File: config.mk
export PLATFORM = sky130hd
export DESIGN_NAME = async_memory_strobe_sequencer
export DESIGN_NICKNAME = d
export VERILOG_FILES = /design/src/logic/async_mem_pkg.sv /design/src/logic/async_memory_strobe_sequencer.sv /design/src/logic/wait_stretch_counter.sv /design/src/logic/wait_sync.sv
export SDC_FILE = /design/constraint.sdc
export NUM_CORES = 1
export LEC_CHECK = 0
export BUFFER_PORTS_ARGS = -buffer_cell sky130_fd_sc_hd__buf_2
export CORE_MARGIN = 2
export CORE_UTILIZATION = 30
export DETAILED_ROUTE_END_ITERATION = 7
export GPL_TIMING_DRIVEN = 0
export PLACE_DENSITY = 0.5
export SYNTH_ARGS = -nofsm -noshare
export SYNTH_HDL_FRONTEND = slang
export SYNTH_SLANG_ARGS = --single-unit
File: constraint.sdc
create_clock -name clk -period 3.9 [get_ports clk]
set_input_delay 1.17 -clock clk [delete_from_list [all_inputs] [get_ports clk]]
set_output_delay 1.17 -clock clk [all_outputs]
set_load 0.01 [all_outputs]
File: src/logic/async_mem_pkg.sv
// Purpose: Shared constants, types and helpers for the async memory strobe sequencer
// Assumes: One system clock; all phase counts are in whole clock periods
// Notes:   Setup, strobe and hold counts of zero are stretched to one cycle; a zero turnaround is skipped
package async_mem_pkg;

    // ------------------------------------------------------------
    // Widths and timing
    // ------------------------------------------------------------
    localparam int ADDR_W              = 21;
    localparam int BANK_W              = 2;
    localparam int CS_W                = 4;
    localparam int CS_SEL_W            = 2;
    localparam int TURN_W              = 2;
    localparam int SETUP_W             = 4;
    localparam int STROBE_W            = 6;
    localparam int HOLD_W              = 3;
    localparam int WAIT_W              = 8;
    localparam int PHASE_W             = 6;
    localparam int RUN_W               = 12;
    localparam int SYSCLK_MHZ          = 40;
    localparam int SYSCLK_PERIOD_NS    = 1000 / SYSCLK_MHZ;
    localparam int WAIT_UNIT_CYCLES    = 16;
    localparam int WAIT_RELEASE_CYCLES = 4;
    localparam int WAIT_COUNT_RANGE    = 256;

    localparam logic [PHASE_W-1:0] PHASE_ZERO  = 6'h00;
    localparam logic [PHASE_W-1:0] PHASE_ONE   = 6'h01;
    localparam logic [PHASE_W-1:0] RELEASE_LEN = PHASE_W'(WAIT_RELEASE_CYCLES);
    localparam logic [CS_W-1:0]    CS_IDLE     = 4'hf;
    localparam logic [CS_W-1:0]    CS_ONE      = 4'h1;

    // ------------------------------------------------------------
    // Types
    // ------------------------------------------------------------
    typedef enum logic [2:0] {S_IDLE, S_TURN, S_SETUP, S_STROBE, S_WAIT, S_RELEASE, S_HOLD} phase_e;

    typedef struct packed {
        logic [TURN_W-1:0]   turnaroundCycles;
        logic [SETUP_W-1:0]  readSetupCycles;
        logic [STROBE_W-1:0] readStrobeCycles;
        logic [HOLD_W-1:0]   readHoldCycles;
        logic [SETUP_W-1:0]  writeSetupCycles;
        logic [STROBE_W-1:0] writeStrobeCycles;
        logic [HOLD_W-1:0]   writeHoldCycles;
        logic [WAIT_W-1:0]   maxWaitLimit;
        logic                extendedWaitEnable;
        logic                selectStrobe;
    } async_cfg_s;

    typedef struct packed {
        logic                write;
        logic [CS_SEL_W-1:0] chip;
        logic [BANK_W-1:0]   bank;
        logic [ADDR_W-1:0]   addr;
    } mem_req_s;

    typedef struct packed {
        logic [CS_W-1:0]   chipSelectN;
        logic              readStrobeN;
        logic              writeStrobeN;
        logic [BANK_W-1:0] bankAddress;
        logic [ADDR_W-1:0] memoryAddress;
    } mem_pins_s;

    typedef struct packed {
        phase_e              phase;
        logic [PHASE_W-1:0]  count;
        logic                isWrite;
        logic                lastWrite;
        logic                extended;
        logic                ready;
        logic                done;
        logic                timeout;
        logic [WAIT_W-1:0]   stretch;
        async_cfg_s          cfg;
        mem_req_s            req;
        mem_pins_s           pins;
    } seq_s;

    typedef struct packed {
        logic s1;
        logic s2;
        logic s3;
        logic level;
    } sync_s;

    typedef struct packed {
        logic [WAIT_W-1:0]  units;
        logic [PHASE_W-1:0] sub;
    } stretch_s;

    // ------------------------------------------------------------
    // Phase length helpers
    // ------------------------------------------------------------
    function automatic logic [PHASE_W-1:0] phaseLen(input logic [PHASE_W-1:0] n);
        return (n == PHASE_ZERO) ? PHASE_ONE : n;
    endfunction : phaseLen

    function automatic logic [PHASE_W-1:0] setupOf(input async_cfg_s c, input logic w);
        return phaseLen(w ? PHASE_W'(c.writeSetupCycles) : PHASE_W'(c.readSetupCycles));
    endfunction : setupOf

    function automatic logic [PHASE_W-1:0] strobeOf(input async_cfg_s c, input logic w);
        return phaseLen(w ? PHASE_W'(c.writeStrobeCycles) : PHASE_W'(c.readStrobeCycles));
    endfunction : strobeOf

    function automatic logic [PHASE_W-1:0] holdOf(input async_cfg_s c, input logic w);
        return phaseLen(w ? PHASE_W'(c.writeHoldCycles) : PHASE_W'(c.readHoldCycles));
    endfunction : holdOf

endpackage : async_mem_pkg

File: src/logic/async_memory_strobe_sequencer.sv
// Purpose: Orders select, address and strobes for an external async memory access
// Assumes: Requester holds a request until accepted; config is captured per access
// Notes:   Outputs reflect the phase held in the state register
`timescale 1ns/1ps
module async_memory_strobe_sequencer (
    // Clock and reset
    input  wire logic                          clk,
    input  wire logic                          reset,
    // Configuration
    input  wire async_mem_pkg::async_cfg_s     cfg,
    // Request side
    input  wire logic                          reqValid,
    input  wire async_mem_pkg::mem_req_s       req,
    output logic                               reqReady,
    output logic                               accessDone,
    output logic                               waitTimeout,
    output logic [async_mem_pkg::WAIT_W-1:0]   waitStretchCount,
    // Memory pins
    output logic [async_mem_pkg::CS_W-1:0]     chipSelectN,
    output logic [async_mem_pkg::CS_W-1:0]     chipSelectAltN,
    output logic                               readStrobeN,
    output logic                               writeStrobeN,
    output logic [async_mem_pkg::BANK_W-1:0]   bankAddress,
    output logic [async_mem_pkg::ADDR_W-1:0]   memoryAddress,
    input  wire logic                          extWaitInput
);
    import async_mem_pkg::*;

    seq_s              st;
    seq_s              nxt;
    logic              waitLevel;
    logic [WAIT_W-1:0] stretchUnits;
    logic              strobeOn;
    logic              active;
    logic              csOn;

    // ------------------------------------------------------------
    // Wait path
    // ------------------------------------------------------------
    wait_sync u_sync (
        .clk          (clk),
        .reset        (reset),
        .extWaitInput (extWaitInput),
        .waitLevel    (waitLevel)
    );

    wait_stretch_counter #(.UNIT(WAIT_UNIT_CYCLES)) u_stretch (
        .clk   (clk),
        .reset (reset),
        .run   (st.phase == S_WAIT),
        .clear (st.phase == S_SETUP),
        .units (stretchUnits)
    );

    function automatic logic [CS_W-1:0] chipDecode(input logic [CS_SEL_W-1:0] sel);
        return ~(CS_ONE << sel);
    endfunction : chipDecode

    // ------------------------------------------------------------
    // Sequencer
    // ------------------------------------------------------------
    always_comb begin
        nxt         = st;
        nxt.done    = 1'b0;
        nxt.timeout = 1'b0;
        nxt.stretch = stretchUnits;
        case (st.phase)
            S_IDLE: begin
                if (reqValid) begin
                    nxt.cfg      = cfg;
                    nxt.req      = req;
                    nxt.isWrite  = req.write;
                    nxt.extended = 1'b0;
                    if (req.write != st.lastWrite && cfg.turnaroundCycles != '0) begin
                        nxt.phase = S_TURN;
                        nxt.count = PHASE_W'(cfg.turnaroundCycles) - PHASE_ONE;
                    end else begin
                        nxt.phase = S_SETUP;
                        nxt.count = setupOf(cfg, req.write) - PHASE_ONE;
                    end
                end
            end
            S_TURN: begin
                if (st.count == PHASE_ZERO) begin
                    nxt.phase = S_SETUP;
                    nxt.count = setupOf(st.cfg, st.isWrite) - PHASE_ONE;
                end else begin
                    nxt.count = st.count - PHASE_ONE;
                end
            end
            S_SETUP: begin
                if (st.count == PHASE_ZERO) begin
                    nxt.phase = S_STROBE;
                    nxt.count = strobeOf(st.cfg, st.isWrite) - PHASE_ONE;
                end else begin
                    nxt.count = st.count - PHASE_ONE;
                end
            end
            S_STROBE: begin
                if (st.count != PHASE_ZERO) begin
                    nxt.count = st.count - PHASE_ONE;
                end else if (st.cfg.extendedWaitEnable && waitLevel) begin
                    nxt.phase    = S_WAIT;
                    nxt.extended = 1'b1;
                end else begin
                    nxt.phase = S_HOLD;
                    nxt.count = holdOf(st.cfg, st.isWrite) - PHASE_ONE;
                end
            end
            S_WAIT: begin
                // Release counts from the synchronised level, so the pin sees the sync delay on top
                if (!waitLevel) begin
                    nxt.phase = S_RELEASE;
                    nxt.count = RELEASE_LEN - PHASE_ONE;
                end else if (stretchUnits >= st.cfg.maxWaitLimit) begin
                    nxt.phase   = S_RELEASE;
                    nxt.count   = RELEASE_LEN - PHASE_ONE;
                    nxt.timeout = 1'b1;
                end
            end
            S_RELEASE: begin
                if (st.count == PHASE_ZERO) begin
                    nxt.phase = S_HOLD;
                    nxt.count = holdOf(st.cfg, st.isWrite) - PHASE_ONE;
                end else begin
                    nxt.count = st.count - PHASE_ONE;
                end
            end
            S_HOLD: begin
                if (st.count == PHASE_ZERO) begin
                    nxt.phase     = S_IDLE;
                    nxt.done      = 1'b1;
                    nxt.lastWrite = st.isWrite;
                end else begin
                    nxt.count = st.count - PHASE_ONE;
                end
            end
            default: begin
                nxt.phase = S_IDLE;
            end
        endcase
        // Pins follow the next phase so they leave a flip-flop aligned with it
        active   = (nxt.phase == S_SETUP) || (nxt.phase == S_STROBE) || (nxt.phase == S_WAIT) ||
                   (nxt.phase == S_RELEASE) || (nxt.phase == S_HOLD);
        strobeOn = (nxt.phase == S_STROBE) || (nxt.phase == S_WAIT) || (nxt.phase == S_RELEASE);
        csOn     = active && (!nxt.cfg.selectStrobe || strobeOn);
        nxt.ready              = (nxt.phase == S_IDLE);
        nxt.pins.chipSelectN   = csOn ? chipDecode(nxt.req.chip) : CS_IDLE;
        nxt.pins.readStrobeN   = !(strobeOn && !nxt.isWrite);
        nxt.pins.writeStrobeN  = !(strobeOn && nxt.isWrite);
        nxt.pins.bankAddress   = nxt.req.bank;
        nxt.pins.memoryAddress = nxt.req.addr;
    end

    always_ff @(posedge clk or posedge reset) begin
        if (reset) begin
            st           <= '0;
            st.phase     <= S_IDLE;
            st.ready     <= 1'b1;
            st.pins.chipSelectN  <= CS_IDLE;
            st.pins.readStrobeN  <= 1'b1;
            st.pins.writeStrobeN <= 1'b1;
        end else begin
            st <= nxt;
        end
    end

    assign reqReady         = st.ready;
    assign accessDone       = st.done;
    assign waitTimeout      = st.timeout;
    assign waitStretchCount = st.stretch;
    assign chipSelectN      = st.pins.chipSelectN;
    // Both select groups share one flop so tracking mode needs no second path
    assign chipSelectAltN   = st.pins.chipSelectN;
    assign readStrobeN      = st.pins.readStrobeN;
    assign writeStrobeN     = st.pins.writeStrobeN;
    assign bankAddress      = st.pins.bankAddress;
    assign memoryAddress    = st.pins.memoryAddress;

    // ------------------------------------------------------------
    // Checks
    // ------------------------------------------------------------
    logic             csLow;
    logic             stbLow;
    logic [RUN_W-1:0] csRun;
    logic [RUN_W-1:0] stbRun;
    logic [RUN_W-1:0] gapRun;

    assign csLow  = (st.pins.chipSelectN != CS_IDLE);
    assign stbLow = !st.pins.readStrobeN || !st.pins.writeStrobeN;

    always_ff @(posedge clk or posedge reset) begin
        if (reset) begin
            csRun  <= '0;
            stbRun <= '0;
            gapRun <= '0;
        end else begin
            csRun  <= csLow ? csRun + RUN_W'(1) : '0;
            stbRun <= stbLow ? stbRun + RUN_W'(1) : '0;
            gapRun <= (csLow && !stbLow) ? gapRun + RUN_W'(1) : '0;
        end
    end
endmodule : async_memory_strobe_sequencer

File: src/logic/wait_stretch_counter.sv
// Purpose: Counts extended wait time in units of sixteen cycles
// Assumes: Cleared before each strobe phase
// Notes:   Saturates at its top value rather than wrapping
`timescale 1ns/1ps
module wait_stretch_counter #(
    parameter int UNIT = async_mem_pkg::WAIT_UNIT_CYCLES
) (
    // Clock and reset
    input  wire logic                        clk,
    input  wire logic                        reset,
    // Control
    input  wire logic                        run,
    input  wire logic                        clear,
    // Count
    output logic [async_mem_pkg::WAIT_W-1:0] units
);
    import async_mem_pkg::*;

    localparam logic [PHASE_W-1:0] SUB_LAST = PHASE_W'(UNIT - 1);
    localparam logic [WAIT_W-1:0]  UNITS_TOP = WAIT_W'(WAIT_COUNT_RANGE - 1);

    stretch_s st;
    stretch_s nxt;

    // ------------------------------------------------------------
    // Counting
    // ------------------------------------------------------------
    always_comb begin
        nxt = st;
        if (clear) begin
            nxt = '0;
        end else if (run) begin
            if (st.sub == SUB_LAST) begin
                nxt.sub = PHASE_ZERO;
                if (st.units != UNITS_TOP) begin
                    nxt.units = st.units + WAIT_W'(1);
                end
            end else begin
                nxt.sub = st.sub + PHASE_ONE;
            end
        end
    end

    always_ff @(posedge clk or posedge reset) begin
        if (reset) begin
            st <= '0;
        end else begin
            st <= nxt;
        end
    end

    assign units = st.units;
endmodule : wait_stretch_counter

File: src/logic/wait_sync.sv
// Purpose: Three-stage synchroniser for the external wait pin
// Assumes: Wait input is active high
// Notes:   Level changes only once stages two and three agree
`timescale 1ns/1ps
module wait_sync (
    // Clock and reset
    input  wire logic clk,
    input  wire logic reset,
    // Pin and synchronised level
    input  wire logic extWaitInput,
    output logic      waitLevel
);
    import async_mem_pkg::*;

    sync_s st;
    sync_s nxt;

    // ------------------------------------------------------------
    // Stages
    // ------------------------------------------------------------
    always_comb begin
        nxt       = st;
        nxt.s1    = extWaitInput;
        nxt.s2    = st.s1;
        nxt.s3    = st.s2;
        if (st.s2 == st.s3) begin
            nxt.level = st.s3;
        end
    end

    always_ff @(posedge clk or posedge reset) begin
        if (reset) begin
            st <= '0;
        end else begin
            st <= nxt;
        end
    end

    assign waitLevel = st.level;
endmodule : wait_sync

==> results.md, run 1 <==
* Congestion Overflow GR at 0
* Die Width at 141 µm
* Number of flip-flops and latches in the synthesized netlist at 107
* Count of pins on the block boundary at 112
* Buffer depth of the longest clock path at 2
* Synthesized Nets at 591
* Global-route wire length before repair at 22.4 mm
* Instance count after placement with tap cells included at 847
* Setup violation total in the final timing report at 0
* # hold bufs at CTS at 0
* Dominant register cell in the synthesized netlist: sky130_fd_sc_hd__dfrtp_1
* CORE AREA at 18100 µm²
* Critical path capture point type: flip-flop
* Post-cts resize count at 0
* Final non-filler cell total at 863
* Max-Slew Margin vs Limit at 36.1%
* Critical path arrival at 2990 ps
* Post-synthesis to final-layout area growth at 22.2%
* Root buffer cell: sky130_fd_sc_hd__clkbuf_16
* Top cells by area, synth: sky130_fd_sc_hd__dfrtp_1, sky130_fd_sc_hd__mux2_2, sky130_fd_sc_hd__buf_4, sky130_fd_sc_hd__ha_1, sky130_fd_sc_hd__dfstp_2
* Data required time at the worst endpoint at 4140 ps
* Outcome: finished, final reports clean
* Final-report hold violation count at 0
* End of the worst register-to-register path: st[109]
* Worst Hold End: u_sync.nxt[1]
* Sequential share of the synthesized area at 47.9%
* Worst slew pin tran at 955 ps
* Total Die Area at 19800 µm²
* Most repeated cell in the gate-level netlist after synthesis: sky130_fd_sc_hd__dfrtp_1
* Number of remaining DRC errors at 0
* Pin count of the biggest net entering global routing at 42
* Worst setup path startpoint: reqValid
* Routability-driven placement congestion ratio at 0.851
* Number of rows in the core area at 49
* Post-synth top area cell: sky130_fd_sc_hd__dfrtp_1
* Warnings, synthesis at 0
* Total routed wirelength at 13.6 mm
* Half-perimeter wire length after detailed placement at 10.4 mm
* Reg-to-reg critical path startpoint: st[69]
* Worst-case register-to-register setup slack at 1160 ps
* Antenna violations before repair at 0
* Max Fanout on Critical Path at 10
* Number of max-slew violations in the final report at 0
* Fin Clk Skew at 7.32 ps
* Pre-antenna DRT Iters at 4
* Clk sinks at 107
* Global router's overall resource usage at 14.2%
* Layout cell share with drive strength beyond 1 at 40.4%
* Clock tree from TritonCTS: done
* Number of different library cells in the post-synthesis netlist at 68
* Number of antenna diodes at 0
* Initial Utilization at 30.9%
* Post-detailed-route wirelength per cell at 15.7 µm
* Count of cells along the worst hold path at 0
* Largest vdd supply drop at 0.307 mV
* Classification of the worst setup path: in -> reg
* Setup Slack @ Placement at 674 ps
* Initial drt markers at 141
* Setup repair after global routing missed its margin: false
* Synth Instances at 506
* Number of clock buffers inserted by TritonCTS at 9
* Post-synth top cells: sky130_fd_sc_hd__dfrtp_1, sky130_fd_sc_hd__mux2_2, sky130_fd_sc_hd__buf_4
* Number of global-route vias before repair at 4323
* Routed vias/inst at 4.85
* Pwr Total at 5.45 mW
* Setup slack after layout at 1150 ps
* Height of the chip at 141 µm
* Critical path startpoint category: input pin
* Detail Route Antenna Nets at 0
* Accumulated negative setup slack at 0 ps
* Asr flop ratio synth at 100%
* Length in cells of the worst reg-to-reg path at 9
* Filler instances at 1829
* Clock network latency to the later pin of the worst-skew pair at 350 ps
* Netlist area before placement at 5600 µm²
* Clock-pin slew reported for the worst setup and hold paths after clock tree synthesis at 70 ps
* Yosys top cell area share at 44.7%
* Total number of vias at 4186
* Buffers on Ports at 110
* Mapped Avg Cell Area at 11.1 µm²
* Count of buffers added by post-CTS timing repair for setup at 0
* Min-delay src: u_sync.nxt[2]
* Highest clock frequency the design can meet at 364 MHz
* Share of the clock period used by the worst path at 70.4%
* Power density cells at 796 nW/µm²
* Max-cap violations at 0
* Leakage power figure at 3.20 nW
* H-Tree Level Count at 3
* Worst min-delay path category: reg -> reg
* Post-synth EDFFs at 0
* Post-layout minimum cycle time at 2750 ps
* Final net count at 714
## stage by stage
step	instance area [µm²]	hold slack, ps	util, %
floorplan	5610	331	-
global route	6850	361	37.7
global placement	6440	339	35.5
finish	6850	353	37.7
CTS	6850	355	37.7
detailed placement	6480	338	35.7
## kinds of logic after synthesis
kind of cell               count (synthesis)  synth area share [%]
and+or+nand+nor                          115                  11.0
DFF                                      107                  47.9
AOI/OAI and AO/OA                        100                  12.6
buffers and inverters                     82                  8.60
muxes                                     68                  13.3
adders and majority gates                 18                  3.97
xor gates and xnor gates                  16                  2.50
## layer usage
layer / global-route usage, % / wire length, µm / vias to the layer above
met5: 0 / 0 / -
met4: 5.32 / 228 / 0
met3: 2.41 / 528 / 14
met2: 24.2 / 6670 / 101
met1: 18.2 / 6160 / 2052
li1: - / - / 2019
## final cells by class
type | count | area [µm²] | share of cell area [%]
Clock buffer | 12 | 267 | 3.89
Clock inverter | 4 | 95.1 | 1.39
Sequential cell | 107 | 2690 | 39.2
Timing Repair Buffer | 112 | 591 | 8.63
Buffer | 59 | 395 | 5.78
Multi-Input combinational cell | 317 | 2430 | 35.6
Inverter | 23 | 90.1 | 1.32
Tap cell | 229 | 287 | 4.19
## power breakdown
group | leakage [nW] | switching [mW] | internal, mW
registers | 1.32 | 0.300 | 1.57
clock network | 0.179 | 0.411 | 0.680
logic | 1.71 | 1.27 | 1.23
total | 3.20 | 1.98 | 3.47
## flip-flops by register name, summed over array words and instances, names as in the netlist
signal            cells
waitStretchCount      8
bankAddress           2
memoryAddress        21
st                   49
u_sync.waitLevel      1
u_sync.nxt            2
reqReady              1
readStrobeN           1
accessDone            1
u_stretch.units       8
u_sync.st             1
writeStrobeN          1
u_stretch.st          6
chipSelectAltN        4
waitTimeout           1
## worst max path at each step
stage	endpoint	slack [ps]	cells after the start
4_1_cts	st[83]	1050	6
3_3_place_gp	accessDone	670	2
3_5_place_dp	st[83]	670	6
2_1_floorplan	st[108]	1180	8
5_1_grt	st[83]	960	6
6_report	st[81]	1150	6
## worst max-delay path, cell delays in order
cell                       delay, ps
sky130_fd_sc_hd__buf_2           130
sky130_fd_sc_hd__nand2b_1        100
sky130_fd_sc_hd__nor3_2          510
sky130_fd_sc_hd__buf_2           430
sky130_fd_sc_hd__buf_2           290
sky130_fd_sc_hd__mux2_2          350
## placed cells by master, fill, tap and decap left out, types with 4 or more instances in the layout
cell	Yosys	routed
sky130_fd_sc_hd__mux2_2	53	53
sky130_fd_sc_hd__ha_1	17	17
sky130_fd_sc_hd__nor2_1	24	24
sky130_fd_sc_hd__dfstp_2	7	7
sky130_fd_sc_hd__buf_4	42	42
sky130_fd_sc_hd__nor2b_1	6	6
sky130_fd_sc_hd__o32ai_1	4	4
sky130_fd_sc_hd__a21oi_1	17	17
sky130_fd_sc_hd__nand3_1	10	10
sky130_fd_sc_hd__xnor2_1	7	7
sky130_fd_sc_hd__nand2b_1	6	6
sky130_fd_sc_hd__inv_1	23	22
sky130_fd_sc_hd__buf_2	13	123
sky130_fd_sc_hd__dfrtp_1	100	100
sky130_fd_sc_hd__o31ai_1	4	4
sky130_fd_sc_hd__nand2_1	33	33
sky130_fd_sc_hd__nand4_1	7	7
sky130_fd_sc_hd__clkbuf_16	0	9
sky130_fd_sc_hd__o21ai_0	23	23
sky130_fd_sc_hd__a32oi_1	4	4
sky130_fd_sc_hd__mux2i_1	15	15
sky130_fd_sc_hd__xor2_1	9	9
Note: power is estimated with default switching activity, not from simulation.
==> run 2: changes to the inputs <==
==> constraint.sdc (replaced) <==
create_clock -name clk -period 2.5 [get_ports clk]
set_input_delay 0.75 -clock clk [delete_from_list [all_inputs] [get_ports clk]]
set_output_delay 0.75 -clock clk [all_outputs]
set_load 0.01 [all_outputs]
==> results.md, run 2 (synthesis gave the netlist of run 1 again) <==
* Outcome: finished, final reports clean
* Critical path startpoint category: flip-flop
* Count of pins on the block boundary at 112
* Setup violation total in the final timing report at 0
* Number of global-route vias before repair at 4366
* Worst-case register-to-register setup slack at 90 ps
* Family with the most delay on the worst path: compound AO/OA/AOI/OAI gates
* Layout cell share with drive strength beyond 1 at 43.1%
* Max-Slew Margin vs Limit at 57.7%
* Length in cells of the worst reg-to-reg path at 9
* Buffers on Ports at 110
* Total number of vias at 4232
* Fin Clk Skew at 7.88 ps
* Largest register FFs at 49
* Antenna violations before repair at 0
* Power density cells at 1250 nW/µm²
* Post-detailed-route wirelength per cell at 15.6 µm
* Pwr Total at 8.78 mW
* CP max-delay cell: sky130_fd_sc_hd__or4_1
* Worst slew pin tran at 634 ps
* Share of the clock period used by the worst path at 96.4%
* Pin count of the biggest net entering global routing at 42
* Leakage power figure at 3.28 nW
* Filler instances at 1824
* Count of cells along the worst hold path at 0
* Global router's overall resource usage at 14.3%
* Min-delay src: u_sync.nxt[2]
* Clock-pin slew reported for the worst setup and hold paths after clock tree synthesis at 70 ps
* Switching power share of the total at 36.2%
* Max-cap violations at 0
* Leading cell types in the layout, fill and taps excluded: sky130_fd_sc_hd__buf_2, sky130_fd_sc_hd__dfrtp_1, sky130_fd_sc_hd__buf_4
* Clk sinks at 107
* Post-synthesis to final-layout area growth at 25.1%
* Detail Route Antenna Nets at 0
* Final non-filler cell total at 876
* Data required time at the worst endpoint at 2730 ps
* Largest vdd supply drop at 0.475 mV
* Relative contribution of the clock network to total power at 19.4%
* Highest clock frequency the design can meet at 415 MHz
* Switching power at 3.18 mW
* Height of the chip at 141 µm
* Commonest non-fill, non-tap cell in the layout: sky130_fd_sc_hd__buf_2
* Routed vias/inst at 4.83
* Half-perimeter wire length after detailed placement at 10.4 mm
* Reg-to-reg critical path startpoint: st[82]
* Number of remaining DRC errors at 0
* Final net count at 727
* # hold bufs at CTS at 0
* Instance count after placement with tap cells included at 847
* Clock network latency to the later pin of the worst-skew pair at 350 ps
* Fraction of power consumed by combinational cells at 47.5%
* CORE AREA at 18100 µm²
* Max Fanout on Critical Path at 4
* Largest register by flop count: st
* Post-layout minimum cycle time at 2410 ps
* Initial Utilization at 30.9%
* Routability-driven placement congestion ratio at 0.851
* Setup Slack @ Placement at -306 ps
* Die Width at 141 µm
* Root buffer cell: sky130_fd_sc_hd__clkbuf_16
* Critical path arrival at 2640 ps
* Classification of the worst setup path: reg -> reg
* Total routed wirelength at 13.7 mm
* Worst min-delay path category: reg -> reg
* Global-route wire length before repair at 22.5 mm
* Number of antenna diodes at 0
* Clock tree from TritonCTS: done
* Congestion Overflow GR at 0
* Worst Hold End: u_sync.nxt[1]
* Pre-antenna DRT Iters at 4
* Number of max-slew violations in the final report at 0
* End of the worst register-to-register path: st[109]
* Critical path capture point type: flip-flop
* Total Die Area at 19800 µm²
* Number of rows in the core area at 49
* Internal power component at 5.60 mW
* Final-report hold violation count at 0
* Series of cell instances along the critical path: or4_1, o22ai_2, a21boi_2, ha_2, xor2_2, o22ai_1, a32o_1, a211oi_2, o21ai_0
* Flop pwr share at 33.2%
* Share of the core filled with cells at 38.6%
* Buffer depth of the longest clock path at 2
* Setup slack after layout at 89.4 ps
* Initial drt markers at 143
* Buffer and inverter count on the worst path at 0
* H-Tree Level Count at 3
* Delay of the slowest cell on the worst path at 540 ps
* Number of clock buffers inserted by TritonCTS at 9
==> run 2: layout make-up <==
type                    instances  area, µm²  share of cell area, %
multi-input cells             317       2490                   35.6
inverters                      23       90.1                   1.29
repair buffers                125        688                   9.82
well taps                     229        287                   4.09
clock buffers                  12        267                   3.80
plain buffers                  59        403                   5.75
flip-flops and latches        107       2690                   38.3
clock inverters                 4       95.1                   1.36
==> run 2: worst reg2reg max path, cell delays in order, from the launching register on <==
cell and delay, ps:
sky130_fd_sc_hd__dfrtp_1 420, sky130_fd_sc_hd__or4_1 540, sky130_fd_sc_hd__o22ai_2 200, sky130_fd_sc_hd__a21boi_2 90, sky130_fd_sc_hd__ha_2 220, sky130_fd_sc_hd__xor2_2 180, sky130_fd_sc_hd__o22ai_1 100, sky130_fd_sc_hd__a32o_1 230
sky130_fd_sc_hd__a211oi_2 210, sky130_fd_sc_hd__o21ai_0 90
==> run 2: power by group through the flow <==
stage | Clock (mW) | Sequential, mW | Combinational [mW]
after global placement | 0 | 2.92 | 3.86
after floorplan | 0 | 2.81 | 2.91
final | 1.70 | 2.91 | 4.17
after detailed placement | 0 | 2.96 | 3.91
after CTS | 1.76 | 2.92 | 4.11
after global routing | 1.83 | 3.02 | 4.61
==> run 2: stage by stage <==
step	hold WS, ps	TNS [ps]	instance area [µm²]
4_1_cts	355	0	6950
2_1_floorplan	331	0	5610
6_report	353	0	7010
5_1_grt	361	-1.65	7010
3_3_place_gp	339	-32030	6440
3_5_place_dp	338	-2960	6480
==> run 2: repair_timing <==
action | CTS | global route
setup endpoints to repair | 3 | 17
setup buffers | 10 | 3
gates resized for setup | 6 | 11
pin swaps | 3 | 3
==> run 2: worst max-delay path by stage <==
stage | startpoint | cells after the start | endpoint
final | st[82] | 9 | st[109]
after global routing | st[82] | 13 | st[112]
after CTS | st[106] | 10 | st[109]
after detailed placement | reqValid | 6 | st[83]
after global placement | reset | 2 | accessDone
after floorplan | st[69] | 9 | st[111]
==> run 2: per-layer routing <==
| metal | part of all wire (%) | up-vias | wire [µm] | track usage, % |
|---|---|---|---|---|
| li1 | - | 2048 | - | - |
| met1 | 45 | 2076 | 6170 | 18.3 |
| met2 | 49 | 95 | 6770 | 24.5 |
| met3 | 3.8 | 13 | 523 | 2.41 |
| met4 | 1.7 | 0 | 226 | 5.21 |
| met5 | 0 | - | 0 | 0 |
==> run 3: changes to the inputs <==
--- a/config.mk
+++ b/config.mk
@@ -13,4 +13,5 @@
 export PLACE_DENSITY = 0.5
 export SYNTH_ARGS = -nofsm -noshare
 export SYNTH_HDL_FRONTEND = slang
+export SYNTH_HIERARCHICAL = 1
 export SYNTH_SLANG_ARGS = --single-unit
==> results.md, run 3 <==
* Outcome: finished, final reports clean
* H-Tree Level Count at 3
* Clock-pin slew reported for the worst setup and hold paths after clock tree synthesis at 70 ps
* Most repeated cell in the gate-level netlist after synthesis: sky130_fd_sc_hd__dfrtp_1
* Detail Route Antenna Nets at 0
* Number of global-route vias before repair at 4362
* Initial drt markers at 223
* Height of the chip at 143 µm
* Share of the core filled with cells at 38.0%
* Leading cell types in the layout, fill and taps excluded: sky130_fd_sc_hd__buf_2, sky130_fd_sc_hd__dfrtp_1, sky130_fd_sc_hd__mux2_2
* Data required time at the worst endpoint at 2740 ps
* Max-cap violations at 0
* Routability-driven placement congestion ratio at 0.826
* Total routed wirelength at 14.8 mm
* Filler instances at 1878
* Post-synth top area cell: sky130_fd_sc_hd__dfrtp_1
* Count of pins on the block boundary at 112
* Post-synth EDFFs at 0
* Pre-antenna DRT Iters at 4
* Final-report hold violation count at 0
* Sequential cell area at 2690 µm²
* Worst slew pin tran at 616 ps
* Critical path startpoint category: flip-flop
* Multi-input gate area at 2680 µm²
* Classification of the worst setup path: reg -> reg
* Sequential share of the synthesized area at 46.3%
* Synth Instances at 542
* Largest register FFs at 49
* Pin count of the biggest net entering global routing at 43
* Post-synthesis to final-layout area growth at 23.3%
* Total number of vias at 4373
* Mapped Avg Cell Area at 10.7 µm²
* Post-layout minimum cycle time at 2460 ps
* Post-detailed-route wirelength per cell at 15.9 µm
* Worst min-delay path category: in -> async
* Setup repair after global routing missed its margin: true
* Root buffer cell: sky130_fd_sc_hd__clkbuf_16
* # hold bufs at CTS at 0
* Largest register by flop count: st
* Busiest grt layer: met2
* Routed vias/inst at 4.71
* Share of the clock period used by the worst path at 98.4%
* Synthesized Nets at 627
* Netlist area before placement at 5810 µm²
* Critical path arrival at 2700 ps
* Max-Slew Margin vs Limit at 58.8%
* Half-perimeter wire length after detailed placement at 11.2 mm
* Final net count at 749
* Number of antenna diodes at 0
* Post-synth top cells: sky130_fd_sc_hd__dfrtp_1, sky130_fd_sc_hd__mux2_2, sky130_fd_sc_hd__buf_4
* Top cells by area, synth: sky130_fd_sc_hd__dfrtp_1, sky130_fd_sc_hd__mux2_2, sky130_fd_sc_hd__buf_4, sky130_fd_sc_hd__ha_1, sky130_fd_sc_hd__mux2i_1
* Antenna violations before repair at 0
* Critical path capture point type: flip-flop
* Met1 usage in global routing at 19.3%
* Number of flip-flops and latches in the synthesized netlist at 107
* Leakage power figure at 3.31 nW
* Largest vdd supply drop at 0.420 mV
* Fin Clk Skew at 5.34 ps
* Setup violation total in the final timing report at 0
* Max Fanout on Critical Path at 10
* Global-route wire length before repair at 23.1 mm
* Clk sinks at 107
* Layout cell share with drive strength beyond 1 at 42.5%
* Total Die Area at 20500 µm²
* Die Width at 143 µm
* Warnings, synthesis at 6
* Clock network latency to the later pin of the worst-skew pair at 350 ps
* CORE AREA at 18800 µm²
* Initial Utilization at 30.8%
* Routing usage on met2 at 24.2%
* Number of clock buffers inserted by TritonCTS at 9
* Number of remaining DRC errors at 0
* Clock tree from TritonCTS: done
* Met3 track utilization from global routing at 2.68%
* Number of max-slew violations in the final report at 0
* Global router's overall resource usage at 14.7%
* Congestion Overflow GR at 0
* Buffer depth of the longest clock path at 2
* Pwr Total at 8.49 mW
* Asr flop ratio synth at 100%
* Commonest non-fill, non-tap cell in the layout: sky130_fd_sc_hd__buf_2
* Number of rows in the core area at 50
* Power density cells at 1190 nW/µm²
* Highest clock frequency the design can meet at 406 MHz
* Yosys top cell area share at 43.1%
* Buffers on Ports at 110
* Number of different library cells in the post-synthesis netlist at 74
* Dominant register cell in the synthesized netlist: sky130_fd_sc_hd__dfrtp_1
==> run 3: logic make-up (layout without fill, tap and decap cells) <==
family / Yosys count / after routing / synth area share [%]
muxes: 76 / 76 / 14.4
AOI/OAI and AO/OA: 100 / 100 / 11.9
buffers and inverters: 96 / 223 / 9.44
DFF: 107 / 107 / 46.3
adders and majority gates: 18 / 18 / 3.86
and+or+nand+nor: 132 / 132 / 12.2
xor gates and xnor gates: 13 / 13 / 1.96
==> run 3: where the power goes <==
group / internal, mW / switching [mW]
Clock: 0.734 / 0.644
Combinational: 2.07 / 2.13
Sequential: 2.41 / 0.504
Total: 5.22 / 3.28
==> run 3: timing repair <==
item | 4_1_cts | 5_1_grt
endpoints found under the setup margin | 24 | 21
buffers inserted | 2 | 2
gates resized for setup | 15 | 22
pin swaps | 1 | 4
==> run 3: final timing paths <==
path / start / end / slack [ps] / cells past startpoint
max in group asynchronous: reset / chipSelectAltN[0] / 1600 / 3
min: reset / u_sync/nxt[1] / 300 / 2
max: st[106] / st[108] / 40 / 10
min reg2reg: u_sync/nxt[2] / u_sync/nxt[1] / 370 / 0
min in group clk: u_sync/nxt[2] / u_sync/nxt[1] / 370 / 0
max reg2reg: st[106] / st[108] / 40 / 10
==> run 3: worst max-delay path: stages (launching register included) <==
cell and delay (ps):
sky130_fd_sc_hd__dfrtp_2 480, sky130_fd_sc_hd__buf_8 180, sky130_fd_sc_hd__nor3_4 190, sky130_fd_sc_hd__o22ai_1 110, sky130_fd_sc_hd__o21a_1 220, sky130_fd_sc_hd__ha_1 290
sky130_fd_sc_hd__o22a_1 160, sky130_fd_sc_hd__o22ai_1 90, sky130_fd_sc_hd__a221oi_2 240, sky130_fd_sc_hd__a211oi_1 80, sky130_fd_sc_hd__o32a_1 290
==> run 3: final cells by class <==
cell class	instances	area share [%]
buffer	66	6.39
tap	260	4.54
clock inverter	5	0.507
sequential	107	37.6
multi-input combinational	339	37.4
clock buffer	11	3.53
inverter	25	1.36
timing repair buffer	116	8.67
==> run 3: stage by stage <==
stage / std cells / TNS, ps / area, µm² / hold WS (ps) / setup slack [ps]
4_1_cts: 930 / 0 / 7080 / 290 / 6.76
3_5_place_dp: 914 / -7270 / 6730 / 346 / -515
2_1_floorplan: 542 / 0 / 5810 / 331 / 97.0
5_1_grt: 929 / -173 / 7160 / 313 / -63.2
6_report: 929 / 0 / 7160 / 303 / 39.9
3_3_place_gp: 912 / -6650 / 6690 / 338 / -509
==> run 3: per-layer routing <==
| layer | part of all wire, % | vias up | wire [µm] |
|---|---|---|---|
| met4 | 1.5 | 0 | 216 |
| li1 | - | 2134 | - |
| met1 | 46 | 2140 | 6760 |
| met2 | 49 | 84 | 7230 |
| met5 | 0 | - | 0 |
| met3 | 3.8 | 15 | 555 |
